<file path="config.mk">
export PLATFORM = sky130hd
export DESIGN_NAME = spimsp_port
export DESIGN_NICKNAME = d
export VERILOG_FILES = /design/src/logic/spimsp_pkg.sv /design/src/logic/spimsp_fifo.sv /design/src/logic/spimsp_shifter.sv /design/src/logic/spimsp_port.sv
export VERILOG_INCLUDE_DIRS = /design/src /design/src/logic
export SDC_FILE = /design/constraint.sdc
export NUM_CORES = 1
export LEC_CHECK = 0
export BUFFER_PORTS_ARGS = -buffer_cell sky130_fd_sc_hd__buf_2
export CAP_MARGIN = 20
export CELL_PAD_IN_SITES_DETAIL_PLACEMENT = 1
export CELL_PAD_IN_SITES_GLOBAL_PLACEMENT = 1
export CORE_UTILIZATION = 50
export CTS_CLUSTER_DIAMETER = 200
export DETAILED_ROUTE_END_ITERATION = 12
export GPL_TIMING_DRIVEN = 0
export MAX_ROUTING_LAYER = met4
export PLACE_DENSITY_LB_ADDON = 0.1
export SLEW_MARGIN = 30
export SYNTH_ARGS = -nofsm -noshare
export SYNTH_HDL_FRONTEND = slang
export SYNTH_SLANG_ARGS = --single-unit
</file>
<file path="constraint.sdc">
create_clock -name clk -period 5.75 [get_ports clk]
set_clock_uncertainty 0.1 [all_clocks]
set_input_delay 0.575 -clock clk [delete_from_list [all_inputs] [get_ports clk]]
set_output_delay 0.575 -clock clk [all_outputs]
set_load 0.02 [all_outputs]
</file>
<file path="src/logic/spimsp_map.svh">
`ifndef SPIMSP_MAP_SVH
`define SPIMSP_MAP_SVH
// Baud divisor: SCK period is 2*divisor clocks, fastest legal divisor is 2 (clk/4)
`define SPIMSP_BAUD_MIN 16'h0002
`define SPIMSP_BAUD_RESET 16'h0002
`define SPIMSP_LEN_8 5'h08
`define SPIMSP_LEN_16 5'h10
`define SPIMSP_FIFO_DEPTH 4
`define SPIMSP_FIFO_AW 2
`define SPIMSP_WORD_W 16
`define SPIMSP_SEL_W 7
`define SPIMSP_SEL_IDLE 7'h7F
`define SPIMSP_CNT_RESET 16'h0000
`endif

</file>
<file path="src/logic/spimsp_pkg.sv">
package spimsp_pkg;
	typedef enum logic [1:0]
	{
		SPIMSP_IDLE = 2'b00,
		SPIMSP_LEAD = 2'b01,
		SPIMSP_TRAIL = 2'b10,
		SPIMSP_DONE = 2'b11
	} spimsp_state_t;

	typedef struct packed
	{
		logic enable;
		logic master;
		logic word16;
		logic cpol;
		logic cpha;
		logic dma_en;
		logic dma_rx_irq;
	} spimsp_cfg_t;

	typedef struct packed
	{
		logic mosi_o;
		logic mosi_oe;
		logic miso_o;
		logic miso_oe;
		logic sck_o;
		logic sck_oe;
	} spimsp_pins_t;
endpackage : spimsp_pkg

</file>
<file path="src/logic/spimsp_fifo.sv">
`timescale 1ns/10ps
`default_nettype none
module spimsp_fifo #(
	parameter int WIDTH = 16,
	parameter int DEPTH = 4,
	parameter int AW = 2
)
(
	// Clock and reset
	input wire logic clk,
	input wire logic rst_n,
	// Fill side
	input wire logic in_valid,
	output logic in_ready,
	input wire logic [WIDTH-1:0] in_data,
	// Drain side
	output logic out_valid,
	input wire logic out_ready,
	output logic [WIDTH-1:0] out_data
);
	logic [WIDTH-1:0] mem_reg [DEPTH];
	logic [AW-1:0] wr_reg;
	logic [AW-1:0] rd_reg;
	logic [AW:0] cnt_reg;
	logic do_wr;
	logic do_rd;

	assign in_ready = (cnt_reg < (AW+1)'(DEPTH));
	assign out_valid = (cnt_reg != '0);
	assign do_wr = in_valid && in_ready;
	assign do_rd = out_valid && out_ready;
	assign out_data = mem_reg[rd_reg];

	always_ff @(posedge clk)
	begin
		if (!rst_n)
		begin
			wr_reg <= '0;
			rd_reg <= '0;
			cnt_reg <= '0;
		end
		else
		begin
			if (do_wr)
				wr_reg <= wr_reg + 1'b1;
			if (do_rd)
				rd_reg <= rd_reg + 1'b1;
			cnt_reg <= cnt_reg + (AW+1)'(do_wr) - (AW+1)'(do_rd);
		end
	end

	// Storage is not reset; out_valid guards stale words
	always_ff @(posedge clk)
	begin
		if (do_wr)
			mem_reg[wr_reg] <= in_data;
	end
endmodule : spimsp_fifo
`default_nettype wire

</file>
<file path="src/logic/spimsp_shifter.sv">
`timescale 1ns/10ps
`default_nettype none
module spimsp_shifter
	import spimsp_pkg::*;
(
	// Clock and reset
	input wire logic clk,
	input wire logic rst_n,
	// Control
	input wire logic load,
	input wire logic [15:0] load_data,
	input wire logic word16,
	input wire logic sample,
	input wire logic launch,
	input wire logic serial_in,
	// Results
	output logic serial_out,
	output logic [15:0] rx_word
);
	logic [15:0] sh_reg;
	logic [15:0] rx_reg;
	logic [15:0] sh_next;
	logic [15:0] rx_next;

	// MSB first; an 8-bit word sits in the low byte and leaves from bit 7
	assign serial_out = word16 ? sh_reg[15] : sh_reg[7];
	assign sh_next = {sh_reg[14:0], 1'b0};
	// Receive has its own register so the last sample is in place in either phase
	assign rx_next = word16 ? {rx_reg[14:0], serial_in} : {8'h00, rx_reg[6:0], serial_in};
	assign rx_word = rx_reg;

	always_ff @(posedge clk)
	begin
		if (!rst_n)
		begin
			sh_reg <= 16'h0000;
			rx_reg <= 16'h0000;
		end
		else
		begin
			if (sample)
				rx_reg <= rx_next;
			if (load)
				sh_reg <= load_data;
			else if (launch)
				sh_reg <= sh_next;
		end
	end
endmodule : spimsp_shifter
`default_nettype wire

</file>
<file path="src/logic/spimsp_port.sv">
`timescale 1ns/10ps
`default_nettype none
`include "spimsp_map.svh"
// Functional notes
// - Master drives SCK, or slave follows it
// - Master SCK from 16-bit divisor, fastest clk/4
// - Word length selectable 8 or 16 bits
// - Clock polarity and phase configurable
// - Broadcast: several slave selects at once
// - Slave select input shares flag line zero
// - Seven slave select outputs on flags 1-7
// - Full duplex shift, SCK times both
// - Master emits programmed pulses, MOSI/MISO concurrent
// - DMA runs until word count 1 to 0
// - Slave shifts only while selected
// - Slave sends zero word on underrun
// - DMA descriptors live in I/O page zero
// - Non-DMA uses core buffer write and read
// - Own interrupt; receive-complete descriptor interrupt
// - DMA continues with next queued descriptor
module spimsp_port
	import spimsp_pkg::*;
(
	// Clock and reset
	input wire logic clk,
	input wire logic rst_n,
	// Configuration
	input wire spimsp_cfg_t cfg,
	input wire logic [15:0] baud_div,
	input wire logic [6:0] sel_enable,
	input wire logic [6:0] sel_assert,
	input wire logic flag0_is_select,
	// Core transmit buffer
	input wire logic tx_valid,
	output logic tx_ready,
	input wire logic [15:0] tx_data,
	// Core receive buffer
	output logic rx_valid,
	input wire logic rx_ready,
	output logic [15:0] rx_data,
	// DMA descriptor queue
	input wire logic desc_valid,
	output logic desc_ready,
	input wire logic [15:0] desc_count,
	output logic [15:0] dma_count,
	output logic dma_busy,
	// Status
	output logic busy,
	output logic irq_word,
	output logic irq_desc_done,
	output logic rx_overrun,
	// Serial pins
	input wire logic sck_i,
	input wire logic mosi_i,
	input wire logic miso_i,
	output spimsp_pins_t pins,
	// Flag pins
	input wire logic flag_line_zero,
	output logic [6:0] flag_lines_one_to_seven,
	output logic [6:0] flag_lines_one_to_seven_oe
);
	spimsp_state_t state_reg;
	spimsp_state_t state_next;
	logic [15:0] div_reg;
	logic [4:0] bit_reg;
	logic sck_reg;
	logic [1:0] sck_sync_reg;
	logic [1:0] mosi_sync_reg;
	logic [1:0] miso_sync_reg;
	logic [1:0] ss_sync_reg;
	logic sck_d_reg;
	logic [15:0] count_reg;
	logic dma_reg;
	logic desc_irq_reg;
	logic irq_word_reg;
	logic irq_desc_reg;
	logic overrun_reg;
	logic rx_push_reg;
	logic [15:0] rx_data_w;
	logic [15:0] tx_fifo_data;
	logic tx_fifo_valid;
	logic tx_pop;
	logic rx_fifo_in_ready;
	logic [15:0] div_eff;
	logic div_hit;
	logic [4:0] word_len;
	logic sck_s;
	logic ss_active;
	logic s_lead;
	logic s_trail;
	logic m_lead;
	logic m_trail;
	logic lead;
	logic trail;
	logic sample;
	logic launch;
	logic start;
	logic load;
	logic word_end;
	logic ser_out;
	logic dma_go;
	logic [15:0] load_word;

	// Divisors below the minimum are clamped so SCK never beats clk/4
	assign div_eff = (baud_div < `SPIMSP_BAUD_MIN) ? `SPIMSP_BAUD_MIN : baud_div;
	assign div_hit = (div_reg == div_eff - 16'h0001);
	assign word_len = cfg.word16 ? `SPIMSP_LEN_16 : `SPIMSP_LEN_8;
	assign sck_s = sck_sync_reg[1] ^ cfg.cpol;
	// Flag zero acts as select only when reconfigured for it
	assign ss_active = flag0_is_select && !ss_sync_reg[1];
	assign s_lead = ss_active && sck_s && !(sck_d_reg ^ cfg.cpol);
	assign s_trail = ss_active && !sck_s && (sck_d_reg ^ cfg.cpol);
	assign m_lead = (state_reg == SPIMSP_LEAD) && div_hit;
	assign m_trail = (state_reg == SPIMSP_TRAIL) && div_hit;
	assign lead = cfg.master ? m_lead : s_lead;
	assign trail = cfg.master ? m_trail : s_trail;
	// Phase 0 samples on the leading edge, phase 1 on the trailing edge
	assign sample = cfg.cpha ? trail : lead;
	assign launch = cfg.cpha ? lead && (bit_reg != 5'h00) : trail;
	assign word_end = cfg.master ? m_trail && (bit_reg == word_len - 5'h01)
		: trail && (bit_reg == word_len - 5'h01);
	assign dma_go = !cfg.dma_en || (dma_reg && count_reg != 16'h0000);
	assign start = cfg.enable && cfg.master && (state_reg == SPIMSP_IDLE)
		&& tx_fifo_valid && dma_go;
	// A slave that underruns reloads zero rather than stale bits
	assign load_word = (tx_fifo_valid && dma_go) ? tx_fifo_data : 16'h0000;
	assign load = start || (!cfg.master && cfg.enable
		&& ((state_reg == SPIMSP_IDLE && ss_active) || (state_reg == SPIMSP_DONE && ss_active)));
	assign tx_pop = load && tx_fifo_valid && dma_go;
	assign busy = (state_reg != SPIMSP_IDLE);
	assign dma_count = count_reg;
	assign dma_busy = dma_reg;
	assign desc_ready = cfg.dma_en && (!dma_reg || count_reg == 16'h0000);
	assign irq_word = irq_word_reg;
	assign irq_desc_done = irq_desc_reg;
	assign rx_overrun = overrun_reg;
	always_comb
	begin
		pins.sck_o = cfg.master ? sck_reg : 1'b0;
		pins.sck_oe = cfg.enable && cfg.master;
		pins.mosi_o = ser_out;
		pins.mosi_oe = cfg.enable && cfg.master;
		pins.miso_o = ser_out;
		pins.miso_oe = cfg.enable && !cfg.master && ss_active;
	end
	// Active-low selects; several may assert together for broadcast
	assign flag_lines_one_to_seven = ~(sel_enable & sel_assert);
	assign flag_lines_one_to_seven_oe = sel_enable & {7{cfg.enable && cfg.master}};

	always_comb
	begin
		state_next = state_reg;
		case (state_reg)
			SPIMSP_IDLE:
				if (start || load)
					state_next = SPIMSP_LEAD;
			SPIMSP_LEAD:
				if (lead)
					state_next = SPIMSP_TRAIL;
				else if (!cfg.master && !ss_active)
					state_next = SPIMSP_IDLE;
			SPIMSP_TRAIL:
				if (word_end)
					state_next = SPIMSP_DONE;
				else if (trail)
					state_next = SPIMSP_LEAD;
				else if (!cfg.master && !ss_active)
					state_next = SPIMSP_IDLE;
			SPIMSP_DONE:
				state_next = (!cfg.master && ss_active) ? SPIMSP_LEAD : SPIMSP_IDLE;
			default:
				state_next = SPIMSP_IDLE;
		endcase
		if (!cfg.enable)
			state_next = SPIMSP_IDLE;
	end

	always_ff @(posedge clk)
	begin
		if (!rst_n)
		begin
			sck_sync_reg <= 2'b00;
			mosi_sync_reg <= 2'b00;
			miso_sync_reg <= 2'b00;
			ss_sync_reg <= 2'b11;
			sck_d_reg <= 1'b0;
		end
		else
		begin
			sck_sync_reg <= {sck_sync_reg[0], sck_i};
			mosi_sync_reg <= {mosi_sync_reg[0], mosi_i};
			miso_sync_reg <= {miso_sync_reg[0], miso_i};
			ss_sync_reg <= {ss_sync_reg[0], flag_line_zero};
			sck_d_reg <= sck_sync_reg[1];
		end
	end

	always_ff @(posedge clk)
	begin
		if (!rst_n)
		begin
			state_reg <= SPIMSP_IDLE;
			div_reg <= 16'h0000;
			bit_reg <= 5'h00;
			sck_reg <= 1'b0;
		end
		else
		begin
			state_reg <= state_next;
			div_reg <= (state_reg == SPIMSP_IDLE || div_hit) ? 16'h0000 : div_reg + 16'h0001;
			if (load)
				bit_reg <= 5'h00;
			else if (trail)
				bit_reg <= bit_reg + 5'h01;
			// Master SCK toggles at each half period, idles at polarity
			if (state_next == SPIMSP_IDLE || state_reg == SPIMSP_IDLE)
				sck_reg <= cfg.cpol;
			else if (m_lead || m_trail)
				sck_reg <= ~sck_reg;
		end
	end

	always_ff @(posedge clk)
	begin
		if (!rst_n)
		begin
			count_reg <= `SPIMSP_CNT_RESET;
			dma_reg <= 1'b0;
			desc_irq_reg <= 1'b0;
			irq_desc_reg <= 1'b0;
			irq_word_reg <= 1'b0;
			overrun_reg <= 1'b0;
			rx_push_reg <= 1'b0;
		end
		else
		begin
			irq_word_reg <= word_end;
			rx_push_reg <= word_end;
			overrun_reg <= rx_push_reg && !rx_fifo_in_ready;
			irq_desc_reg <= 1'b0;
			if (desc_valid && desc_ready)
			begin
				count_reg <= desc_count;
				dma_reg <= (desc_count != 16'h0000);
				desc_irq_reg <= cfg.dma_rx_irq;
			end
			else if (dma_reg && word_end)
			begin
				count_reg <= count_reg - 16'h0001;
				if (count_reg == 16'h0001)
				begin
					dma_reg <= 1'b0;
					irq_desc_reg <= desc_irq_reg;
				end
			end
		end
	end

	// Master MISO also passes the synchroniser, so clean receive needs a divisor of 3 or more
	spimsp_shifter u_shifter
	(
		.clk(clk),
		.rst_n(rst_n),
		.load(load),
		.load_data(load_word),
		.word16(cfg.word16),
		.sample(sample),
		.launch(launch),
		.serial_in(cfg.master ? miso_sync_reg[1] : mosi_sync_reg[1]),
		.serial_out(ser_out),
		.rx_word(rx_data_w)
	);

	spimsp_fifo #(.WIDTH(`SPIMSP_WORD_W), .DEPTH(`SPIMSP_FIFO_DEPTH), .AW(`SPIMSP_FIFO_AW)) u_tx_fifo
	(
		.clk(clk),
		.rst_n(rst_n),
		.in_valid(tx_valid),
		.in_ready(tx_ready),
		.in_data(tx_data),
		.out_valid(tx_fifo_valid),
		.out_ready(tx_pop),
		.out_data(tx_fifo_data)
	);

	spimsp_fifo #(.WIDTH(`SPIMSP_WORD_W), .DEPTH(`SPIMSP_FIFO_DEPTH), .AW(`SPIMSP_FIFO_AW)) u_rx_fifo
	(
		.clk(clk),
		.rst_n(rst_n),
		.in_valid(rx_push_reg),
		.in_ready(rx_fifo_in_ready),
		.in_data(rx_data_w),
		.out_valid(rx_valid),
		.out_ready(rx_ready),
		.out_data(rx_data)
	);
endmodule : spimsp_port
`default_nettype wire

</file>
==> report_table.html, run 1 <==
<table>
<tr><th>Metric</th><th>Value</th></tr>
<tr><th colspan="2">Outcome</th></tr>
<tr><td>Result of the run</td><td>finished, final reports clean</td></tr>
<tr><th colspan="2">Placed design</th></tr>
<tr><td>Global placement routability congestion</td><td>0.814</td></tr>
<tr><td>Total half-perimeter wirelength after legalization and detailed placement</td><td>17.7 mm</td></tr>
<tr><td>Quantity of I/O buffers inserted on ports</td><td>134</td></tr>
<tr><td>Placed standard-cell area</td><td>11400 um^2</td></tr>
<tr><th colspan="2">STA</th></tr>
<tr><td>Period Utilization, post-route</td><td>79.6%</td></tr>
<tr><td>Min cycle time layout</td><td>4.58 ns</td></tr>
<tr><td>Fmax</td><td>0.219 GHz</td></tr>
<tr><td>Actual transition at the worst max-transition pin</td><td>0.862 ns</td></tr>
<tr><td>Accumulated negative setup slack</td><td>0 ns</td></tr>
<tr><td>Slew margin rel.</td><td>42.5%</td></tr>
<tr><td>Number of slew-limit violations in the final report</td><td>0</td></tr>
<tr><td>RSZ-0062 raised after global routing</td><td>false</td></tr>
<tr><td>Final count of hold timing violations</td><td>0</td></tr>
<tr><td>Final setup violation count</td><td>0</td></tr>
<tr><th colspan="2">Hold path</th></tr>
<tr><td>Hold depth</td><td>2</td></tr>
<tr><td>Worst hold path type</td><td>in -&gt; reg</td></tr>
<tr><td>Hold wc startpoint</td><td>flag_line_zero</td></tr>
<tr><td>End of the worst hold path</td><td>ss_sync_reg[0]$_SDFF_PN1_</td></tr>
<tr><th colspan="2">Synth</th></tr>
<tr><td>Synth top area share</td><td>37.0%</td></tr>
<tr><td>Async SR Flop Fraction</td><td>0%</td></tr>
<tr><td>Number of synthesized flops with an enable pin</td><td>128</td></tr>
<tr><td>Area of the mapped netlist</td><td>10400 um^2</td></tr>
<tr><td>Prevailing post-synth register cell</td><td>edfxtp_1</td></tr>
<tr><td>Synth area leaders</td><td>edfxtp_1 37%, dfxtp_1 20%, mux4_2 7.2%, xnor2_1 2.8%, nand2_1 2.7%</td></tr>
<tr><td>Yosys warning count</td><td>0</td></tr>
<tr><td>Number of flip-flops and latches in the synthesized netlist</td><td>232</td></tr>
<tr><td>Yosys top cell by area</td><td>edfxtp_1</td></tr>
<tr><td>Synthesized netlist cell count</td><td>857</td></tr>
<tr><td>Sequential fraction of the synthesis area</td><td>57.1%</td></tr>
<tr><td>Syn avg cell area</td><td>12.1 um^2</td></tr>
<tr><td>Count of cell types in the netlist</td><td>70</td></tr>
<tr><td>Synth Net Count</td><td>956</td></tr>
<tr><th colspan="2">Critical path</th></tr>
<tr><td>CP Class</td><td>in -&gt; reg</td></tr>
<tr><td>CP Data Required Time</td><td>6.09 ns</td></tr>
<tr><td>Count of buffer and inverter cells on the critical path</td><td>2</td></tr>
<tr><td>Signal arrival time at the worst endpoint</td><td>4.92 ns</td></tr>
<tr><td>Series of cell instances along the critical path</td><td>buf_2, nor4_4, nand2_1, o21ai_0, ha_1, nor3b_1, nand4_1, or2_1, a22o_1, nor3_1, nand4_1, o21ai_2, buf_4, nand2_1, or2_0, a31oi_1</td></tr>
<tr><td>Slowest CP cell</td><td>nor3b_1</td></tr>
<tr><td>Crit start category</td><td>input pin</td></tr>
<tr><td>Number of cells on the worst reg-to-reg path</td><td>16</td></tr>
<tr><td>Destination of the worst register-to-register timing path</td><td>u_tx_fifo.cnt_reg[2]$_SDFF_PN0_</td></tr>
<tr><td>Setup crit end kind</td><td>flop</td></tr>
<tr><td>Delay contributed by the slowest stage of the critical path</td><td>0.64 ns</td></tr>
<tr><td>Reg2reg start</td><td>dma_count[4]$_SDFFE_PN0P_</td></tr>
<tr><td>Family of cells with the greatest summed delay on the critical path</td><td>simple AND/OR/NAND/NOR gates</td></tr>
<tr><td>FF-to-FF setup slack</td><td>1.52 ns</td></tr>
<tr><td>Worst Path Max Fanout</td><td>10</td></tr>
<tr><th colspan="2">Drt</th></tr>
<tr><td>DRC violations left</td><td>0</td></tr>
<tr><td>Vias/cell</td><td>5.50</td></tr>
<tr><td>Number of DRC violations after detailed-routing iteration 0</td><td>305</td></tr>
<tr><td>Number of nets with antenna violations after detailed routing</td><td>0</td></tr>
<tr><td>Pre-antenna DRT Iters</td><td>4</td></tr>
<tr><td>Average wire per standard cell</td><td>18.8 um</td></tr>
<tr><td>Total Wirelength</td><td>24.5 mm</td></tr>
<tr><td>Vias after detailed routing</td><td>7169</td></tr>
<tr><th colspan="2">Floorplanning</th></tr>
<tr><td>Die width</td><td>146 um</td></tr>
<tr><td>Ports placed on the boundary</td><td>139</td></tr>
<tr><td>Total core area</td><td>20300 um^2</td></tr>
<tr><td>Starting utilization of the core area</td><td>51.2%</td></tr>
<tr><td>Die height</td><td>146 um</td></tr>
<tr><td>Floorplan die area</td><td>21300 um^2</td></tr>
<tr><td>Row cnt</td><td>52</td></tr>
<tr><th colspan="2">Clocking</th></tr>
<tr><td>Number of clock sinks seen by CTS</td><td>232</td></tr>
<tr><td>Post_cts resized</td><td>0</td></tr>
<tr><td>H-tree level count</td><td>1</td></tr>
<tr><td>Cts bufs inserted</td><td>25</td></tr>
<tr><td>CTS tree</td><td>built</td></tr>
<tr><td>Number of buffers added to fix hold violations after cts</td><td>0</td></tr>
<tr><td>Clock Latency Late Sink</td><td>0.51 ns</td></tr>
<tr><td>CTS Root Buffer Type</td><td>clkbuf_16</td></tr>
<tr><td># Post-CTS Setup Buffers</td><td>0</td></tr>
<tr><td>Register clock-pin slew on the reported worst setup and hold paths</td><td>0.06 ns</td></tr>
<tr><td>Maximum buffer depth of the clock tree</td><td>3</td></tr>
<tr><th colspan="2">Global route</th></tr>
<tr><td>Overflow left after global routing</td><td>0</td></tr>
<tr><td>Pin count of the biggest net entering global routing</td><td>17</td></tr>
<tr><td>Vias in the first global route</td><td>7489</td></tr>
<tr><td>GRT Overall Usage</td><td>24.2%</td></tr>
<tr><td>Wire length of the first global-routing pass</td><td>39.8 mm</td></tr>
<tr><td>Initial antenna violation count</td><td>0</td></tr>
<tr><th colspan="2">Layout</th></tr>
<tr><td>Utilization after layout</td><td>59.8%</td></tr>
<tr><td>Final #Nets</td><td>1117</td></tr>
<tr><td>Post-route cell area</td><td>12100 um^2</td></tr>
<tr><td>Area growth from synthesis to layout</td><td>16.9%</td></tr>
<tr><td>Diode insertion count for antenna repair</td><td>0</td></tr>
<tr><td>Share of final-layout standard cells stronger than drive strength 1</td><td>23.1%</td></tr>
<tr><th colspan="2">Run</th></tr>
<tr><td>Max-cap violations</td><td>0</td></tr>
<tr><th colspan="2">Power and ir drop</th></tr>
<tr><td>Largest vdd supply drop</td><td>263 uV</td></tr>
<tr><td>Leak pwr</td><td>4.56 nW</td></tr>
<tr><td>Power per standard cell area</td><td>331 nW/um^2</td></tr>
</table>
-- power breakdown --
group          switching, mW  internal (mW)  total, mW
Combinational          0.378          0.280      0.657
Clock                  0.617          0.840       1.46
Sequential            0.0551           1.85       1.91
-- logic make-up (layout without fill, tap and decap cells) --
group	after synthesis	after routing	synth area share, %
XOR/XNOR	57	57	4.81
multiplexers	43	43	8.27
buffers and inverters	74	251	3.12
AO/OA/AOI/OAI	128	128	8.59
adder cells (fa/ha/maj)	20	20	2.55
flip-flops	232	232	57.1
AND/OR/NAND/NOR	303	303	15.6
-- stage by stage --
stage / cells / hold slack [ns] / setup slack, ns / power, mW
2_1_floorplan: 857 / 0.286 / 1.80 / 2.39
3_3_place_gp: 1261 / 0.294 / 0.766 / 2.58
3_5_place_dp: 1261 / 0.294 / 0.701 / 2.60
4_1_cts: 1304 / 0.166 / 1.22 / 4.06
5_1_grt: 1304 / 0.170 / 0.763 / 4.19
6_report: 1304 / 0.174 / 1.17 / 4.02
-- synth_stat cells (3+ instances only) --
cell type	instances
and3_1	20
dfxtp_1	104
and2_1	34
o21ai_1	17
mux4_2	33
nand2_1	76
edfxtp_1	128
clkbuf_1	32
nand3b_1	6
buf_4	10
a21boi_0	3
o21ai_0	20
ha_1	18
a211oi_1	3
nor2b_1	9
nor4_1	8
inv_1	24
nand3_1	27
xor2_1	24
a21oi_1	39
a31oi_1	4
xnor2_1	33
o211a_1	17
or3_1	3
nand4_1	18
o211ai_1	3
nor2_1	49
nor3b_1	20
mux2i_1	7
buf_2	6
nor3_1	14
-- worst max-delay path by stage --
stage / startpoint / to / slack (ns) / cells after the start
2_1_floorplan: baud_div[4] / dma_count[4]$_SDFFE_PN0P_ / 1.80 / 16
3_3_place_gp: baud_div[7] / dma_count[4]$_SDFFE_PN0P_ / 0.77 / 16
3_5_place_dp: baud_div[7] / dma_count[4]$_SDFFE_PN0P_ / 0.70 / 16
4_1_cts: baud_div[7] / dma_count[4]$_SDFFE_PN0P_ / 1.22 / 16
5_1_grt: baud_div[10] / dma_count[4]$_SDFFE_PN0P_ / 0.76 / 16
6_report: baud_div[7] / dma_count[4]$_SDFFE_PN0P_ / 1.17 / 16
-- layout make-up --
| type | instances | area, um^2 |
|---|---|---|
| tap | 270 | 338 |
| sequential | 232 | 5930 |
| timing repair buffer | 134 | 671 |
| multi-input combinational | 551 | 4140 |
| clock inverter | 8 | 48.8 |
| buffer | 50 | 234 |
| inverter | 24 | 90.1 |
| clock buffer | 35 | 694 |
| fill | 2148 | 8160 |
-- layer usage --
metal / GRT usage [%] / vias up / share of wire, %
met1: 31.0 / 3534 / 44
met2: 41.2 / 140 / 50
met4: 5.21 / 0 / 1.5
li1: - / 3462 / -
met5: - / - / 0
met3: 3.31 / 33 / 4.0
-- placed cells by master (no fill, tap or decap), types with 25 or more instances in the layout --
| cell | synthesis | layout |
|---|---|---|
| nand2_1 | 76 | 76 |
| mux4_2 | 33 | 33 |
| nor2_1 | 49 | 49 |
| a21oi_1 | 39 | 39 |
| and2_1 | 34 | 34 |
| clkbuf_1 | 32 | 38 |
| edfxtp_1 | 128 | 128 |
| dfxtp_1 | 104 | 104 |
| nand3_1 | 27 | 27 |
| clkbuf_16 | 0 | 25 |
| buf_2 | 6 | 140 |
| xnor2_1 | 33 | 33 |
No activity file was read; power rests on OpenSTA's default activity.
==> run 2, diff against run 1 <==
Settings changed: CORE_UTILIZATION 50 to 42.
Clock period 5.75 ns to 3.86 ns, I/O delays scaled along.
==> report_table.html, run 2 (synthesized netlist as in run 1, its figures left out) <==
<table>
<tr><th>Metric</th><th>Value</th></tr>
<tr><th colspan="2">Placed design</th></tr>
<tr><td>Total half-perimeter wirelength after legalization and detailed placement</td><td>17.7 mm</td></tr>
<tr><td>Worst setup slack after placement</td><td>-1.04 ns</td></tr>
<tr><td>Quantity of I/O buffers inserted on ports</td><td>134</td></tr>
<tr><td>Placed standard-cell area</td><td>11500 um^2</td></tr>
<tr><td>Global placement routability congestion</td><td>0.787</td></tr>
<tr><th colspan="2">STA</th></tr>
<tr><td>Actual transition at the worst max-transition pin</td><td>0.955 ns</td></tr>
<tr><td>Final count of hold timing violations</td><td>0</td></tr>
<tr><td>Final setup violation count</td><td>0</td></tr>
<tr><td>Accumulated negative setup slack</td><td>0 ns</td></tr>
<tr><td>Slew margin rel.</td><td>36.3%</td></tr>
<tr><td>Period Utilization, post-route</td><td>96.0%</td></tr>
<tr><td>Min cycle time layout</td><td>3.71 ns</td></tr>
<tr><td>Number of slew-limit violations in the final report</td><td>0</td></tr>
<tr><td>Fmax</td><td>0.270 GHz</td></tr>
<tr><td>Post-route worst setup slack</td><td>0.154 ns</td></tr>
<tr><th colspan="2">Clocking</th></tr>
<tr><td>H-tree level count</td><td>1</td></tr>
<tr><td>Number of clock sinks seen by CTS</td><td>232</td></tr>
<tr><td>Maximum buffer depth of the clock tree</td><td>3</td></tr>
<tr><td>CTS Root Buffer Type</td><td>clkbuf_16</td></tr>
<tr><td>Cts bufs inserted</td><td>26</td></tr>
<tr><td>Register clock-pin slew on the reported worst setup and hold paths</td><td>0.06 ns</td></tr>
<tr><td>CTS tree</td><td>built</td></tr>
<tr><td>Clock Latency Late Sink</td><td>0.52 ns</td></tr>
<tr><th colspan="2">Critical path</th></tr>
<tr><td>Number of cells on the worst reg-to-reg path</td><td>16</td></tr>
<tr><td>Crit start category</td><td>flop</td></tr>
<tr><td>FF-to-FF setup slack</td><td>0.15 ns</td></tr>
<tr><td>Critical path origin</td><td>dma_count[7]$_SDFFE_PN0P_</td></tr>
<tr><td>Setup crit end kind</td><td>flop</td></tr>
<tr><td>Signal arrival time at the worst endpoint</td><td>4.02 ns</td></tr>
<tr><td>Critical Path End</td><td>u_tx_fifo.cnt_reg[2]$_SDFF_PN0_</td></tr>
<tr><td>Destination of the worst register-to-register timing path</td><td>u_tx_fifo.cnt_reg[2]$_SDFF_PN0_</td></tr>
<tr><td>Worst Path Max Fanout</td><td>4</td></tr>
<tr><td>Reg2reg start</td><td>dma_count[7]$_SDFFE_PN0P_</td></tr>
<tr><td>CP Class</td><td>reg -&gt; reg</td></tr>
<tr><td>CP Data Required Time</td><td>4.17 ns</td></tr>
<tr><th colspan="2">Power and ir drop</th></tr>
<tr><td>Largest vdd supply drop</td><td>385 uV</td></tr>
<tr><td>Power per standard cell area</td><td>498 nW/um^2</td></tr>
<tr><td>Leak pwr</td><td>4.77 nW</td></tr>
<tr><th colspan="2">Global route</th></tr>
<tr><td>Initial antenna violation count</td><td>1</td></tr>
<tr><td>Vias in the first global route</td><td>7580</td></tr>
<tr><td>Overflow left after global routing</td><td>0</td></tr>
<tr><td>GRT Overall Usage</td><td>20.6%</td></tr>
<tr><td>Pin count of the biggest net entering global routing</td><td>17</td></tr>
<tr><td>Wire length of the first global-routing pass</td><td>40.4 mm</td></tr>
<tr><th colspan="2">Drt</th></tr>
<tr><td>Vias/cell</td><td>5.21</td></tr>
<tr><td>DRC violations left</td><td>0</td></tr>
<tr><td>Average wire per standard cell</td><td>18.0 um</td></tr>
<tr><td>Number of nets with antenna violations after detailed routing</td><td>0</td></tr>
<tr><td>Vias after detailed routing</td><td>7286</td></tr>
<tr><td>Total Wirelength</td><td>25.2 mm</td></tr>
<tr><td>Number of DRC violations after detailed-routing iteration 0</td><td>350</td></tr>
<tr><td>Pre-antenna DRT Iters</td><td>4</td></tr>
<tr><th colspan="2">Floorplanning</th></tr>
<tr><td>Ports placed on the boundary</td><td>139</td></tr>
<tr><td>Die width</td><td>159 um</td></tr>
<tr><td>Die height</td><td>159 um</td></tr>
<tr><td>Floorplan die area</td><td>25400 um^2</td></tr>
<tr><td>Row cnt</td><td>57</td></tr>
<tr><td>Total core area</td><td>24300 um^2</td></tr>
<tr><td>Starting utilization of the core area</td><td>42.7%</td></tr>
<tr><th colspan="2">Hold path</th></tr>
<tr><td>Worst hold path type</td><td>in -&gt; reg</td></tr>
<tr><th colspan="2">Layout</th></tr>
<tr><td>Share of final-layout standard cells stronger than drive strength 1</td><td>25.5%</td></tr>
<tr><td>Utilization after layout</td><td>52.3%</td></tr>
<tr><td>Post-route cell area</td><td>12700 um^2</td></tr>
<tr><td>Final #Nets</td><td>1150</td></tr>
<tr><td>Commonest cells after routing, fill and taps aside</td><td>140 x buf_2, 128 x edfxtp_1, 101 x dfxtp_1, 76 x nand2_1, 48 x nor2_1</td></tr>
<tr><td>Most common cell after layout, fill and taps aside</td><td>buf_2</td></tr>
<tr><td>Area growth from synthesis to layout</td><td>22.4%</td></tr>
<tr><th colspan="2">Outcome</th></tr>
<tr><td>Result of the run</td><td>finished, final reports clean</td></tr>
<tr><th colspan="2">Run</th></tr>
<tr><td>Max-cap violations</td><td>0</td></tr>
</table>
[run 2: cell type report]
class,instances,area (um^2)
tap,324,405
inverter,24,90.1
clock inverter,13,118
multi-input combinational,551,4220
antenna,3,7.51
sequential,232,5930
timing repair buffer,166,956
buffer,50,239
fill,2576,11600
clock buffer,35,746
[run 2: routing by layer]
layer / up-vias / track usage [%] / part of all wire (%)
met1: 3584 / 26.3 / 45
met2: 126 / 34.7 / 49
met5: - / - / 0
met4: 0 / 5.64 / 2.4
met3: 39 / 2.63 / 3.4
li1: 3537 / - / -
[run 2: where the power goes]
part	switching, mW	internal, mW
Combinational	0.571	0.467
Sequential	0.0811	2.76
Clock	0.971	1.48
Total	1.62	4.71
[run 2: metrics by stage]
| step | total power [mW] | hold WS, ns | cells |
|---|---|---|---|
| after CTS | 6.37 | 0.0000318 | 1383 |
| final | 6.33 | 0.0252 | 1398 |
| after floorplan | 3.56 | 0.286 | 857 |
| after global placement | 3.85 | 0.292 | 1315 |
| after global routing | 6.61 | 0.00524 | 1396 |
| after detailed placement | 3.87 | 0.300 | 1315 |
[run 2: critical path: stages, from the launching register on]
cell	delay, ns
dfxtp_2	0.33
or4_4	0.54
or4_4	0.54
o31ai_4	0.26
a21o_1	0.16
buf_6	0.11
nor3_2	0.05
o21ai_4	0.16
nor2_4	0.08
ha_4	0.20
inv_1	0.06
ha_2	0.16
inv_2	0.04
fa_2	0.37
xnor2_2	0.15
xnor2_1	0.12
and2_1	0.14
[run 2: repair_timing]
item	4_1_cts	5_1_grt
resized for setup	9	12
hold endpoints to repair	62	0
pin swaps	2	11
buffers inserted	2	12
hold buffers	18	0
setup endpoints to repair	67	56
[run 2: worst min path at each step]
stage	start	cells after the start	slack, ns	end
2_1_floorplan	ss_sync_reg[0]$_SDFF_PN1_	1	0.29	ss_sync_reg[1]$_SDFF_PN1_
3_3_place_gp	ss_sync_reg[0]$_SDFF_PN1_	1	0.29	ss_sync_reg[1]$_SDFF_PN1_
3_5_place_dp	ss_sync_reg[0]$_SDFF_PN1_	1	0.30	ss_sync_reg[1]$_SDFF_PN1_
4_1_cts	tx_data[15]	1	0.00003	u_tx_fifo.mem_reg[3][15]$_DFFE_PP_
5_1_grt	tx_data[15]	1	0.005	u_tx_fifo.mem_reg[2][15]$_DFFE_PP_
6_report	tx_data[15]	1	0.03	u_tx_fifo.mem_reg[1][15]$_DFFE_PP_
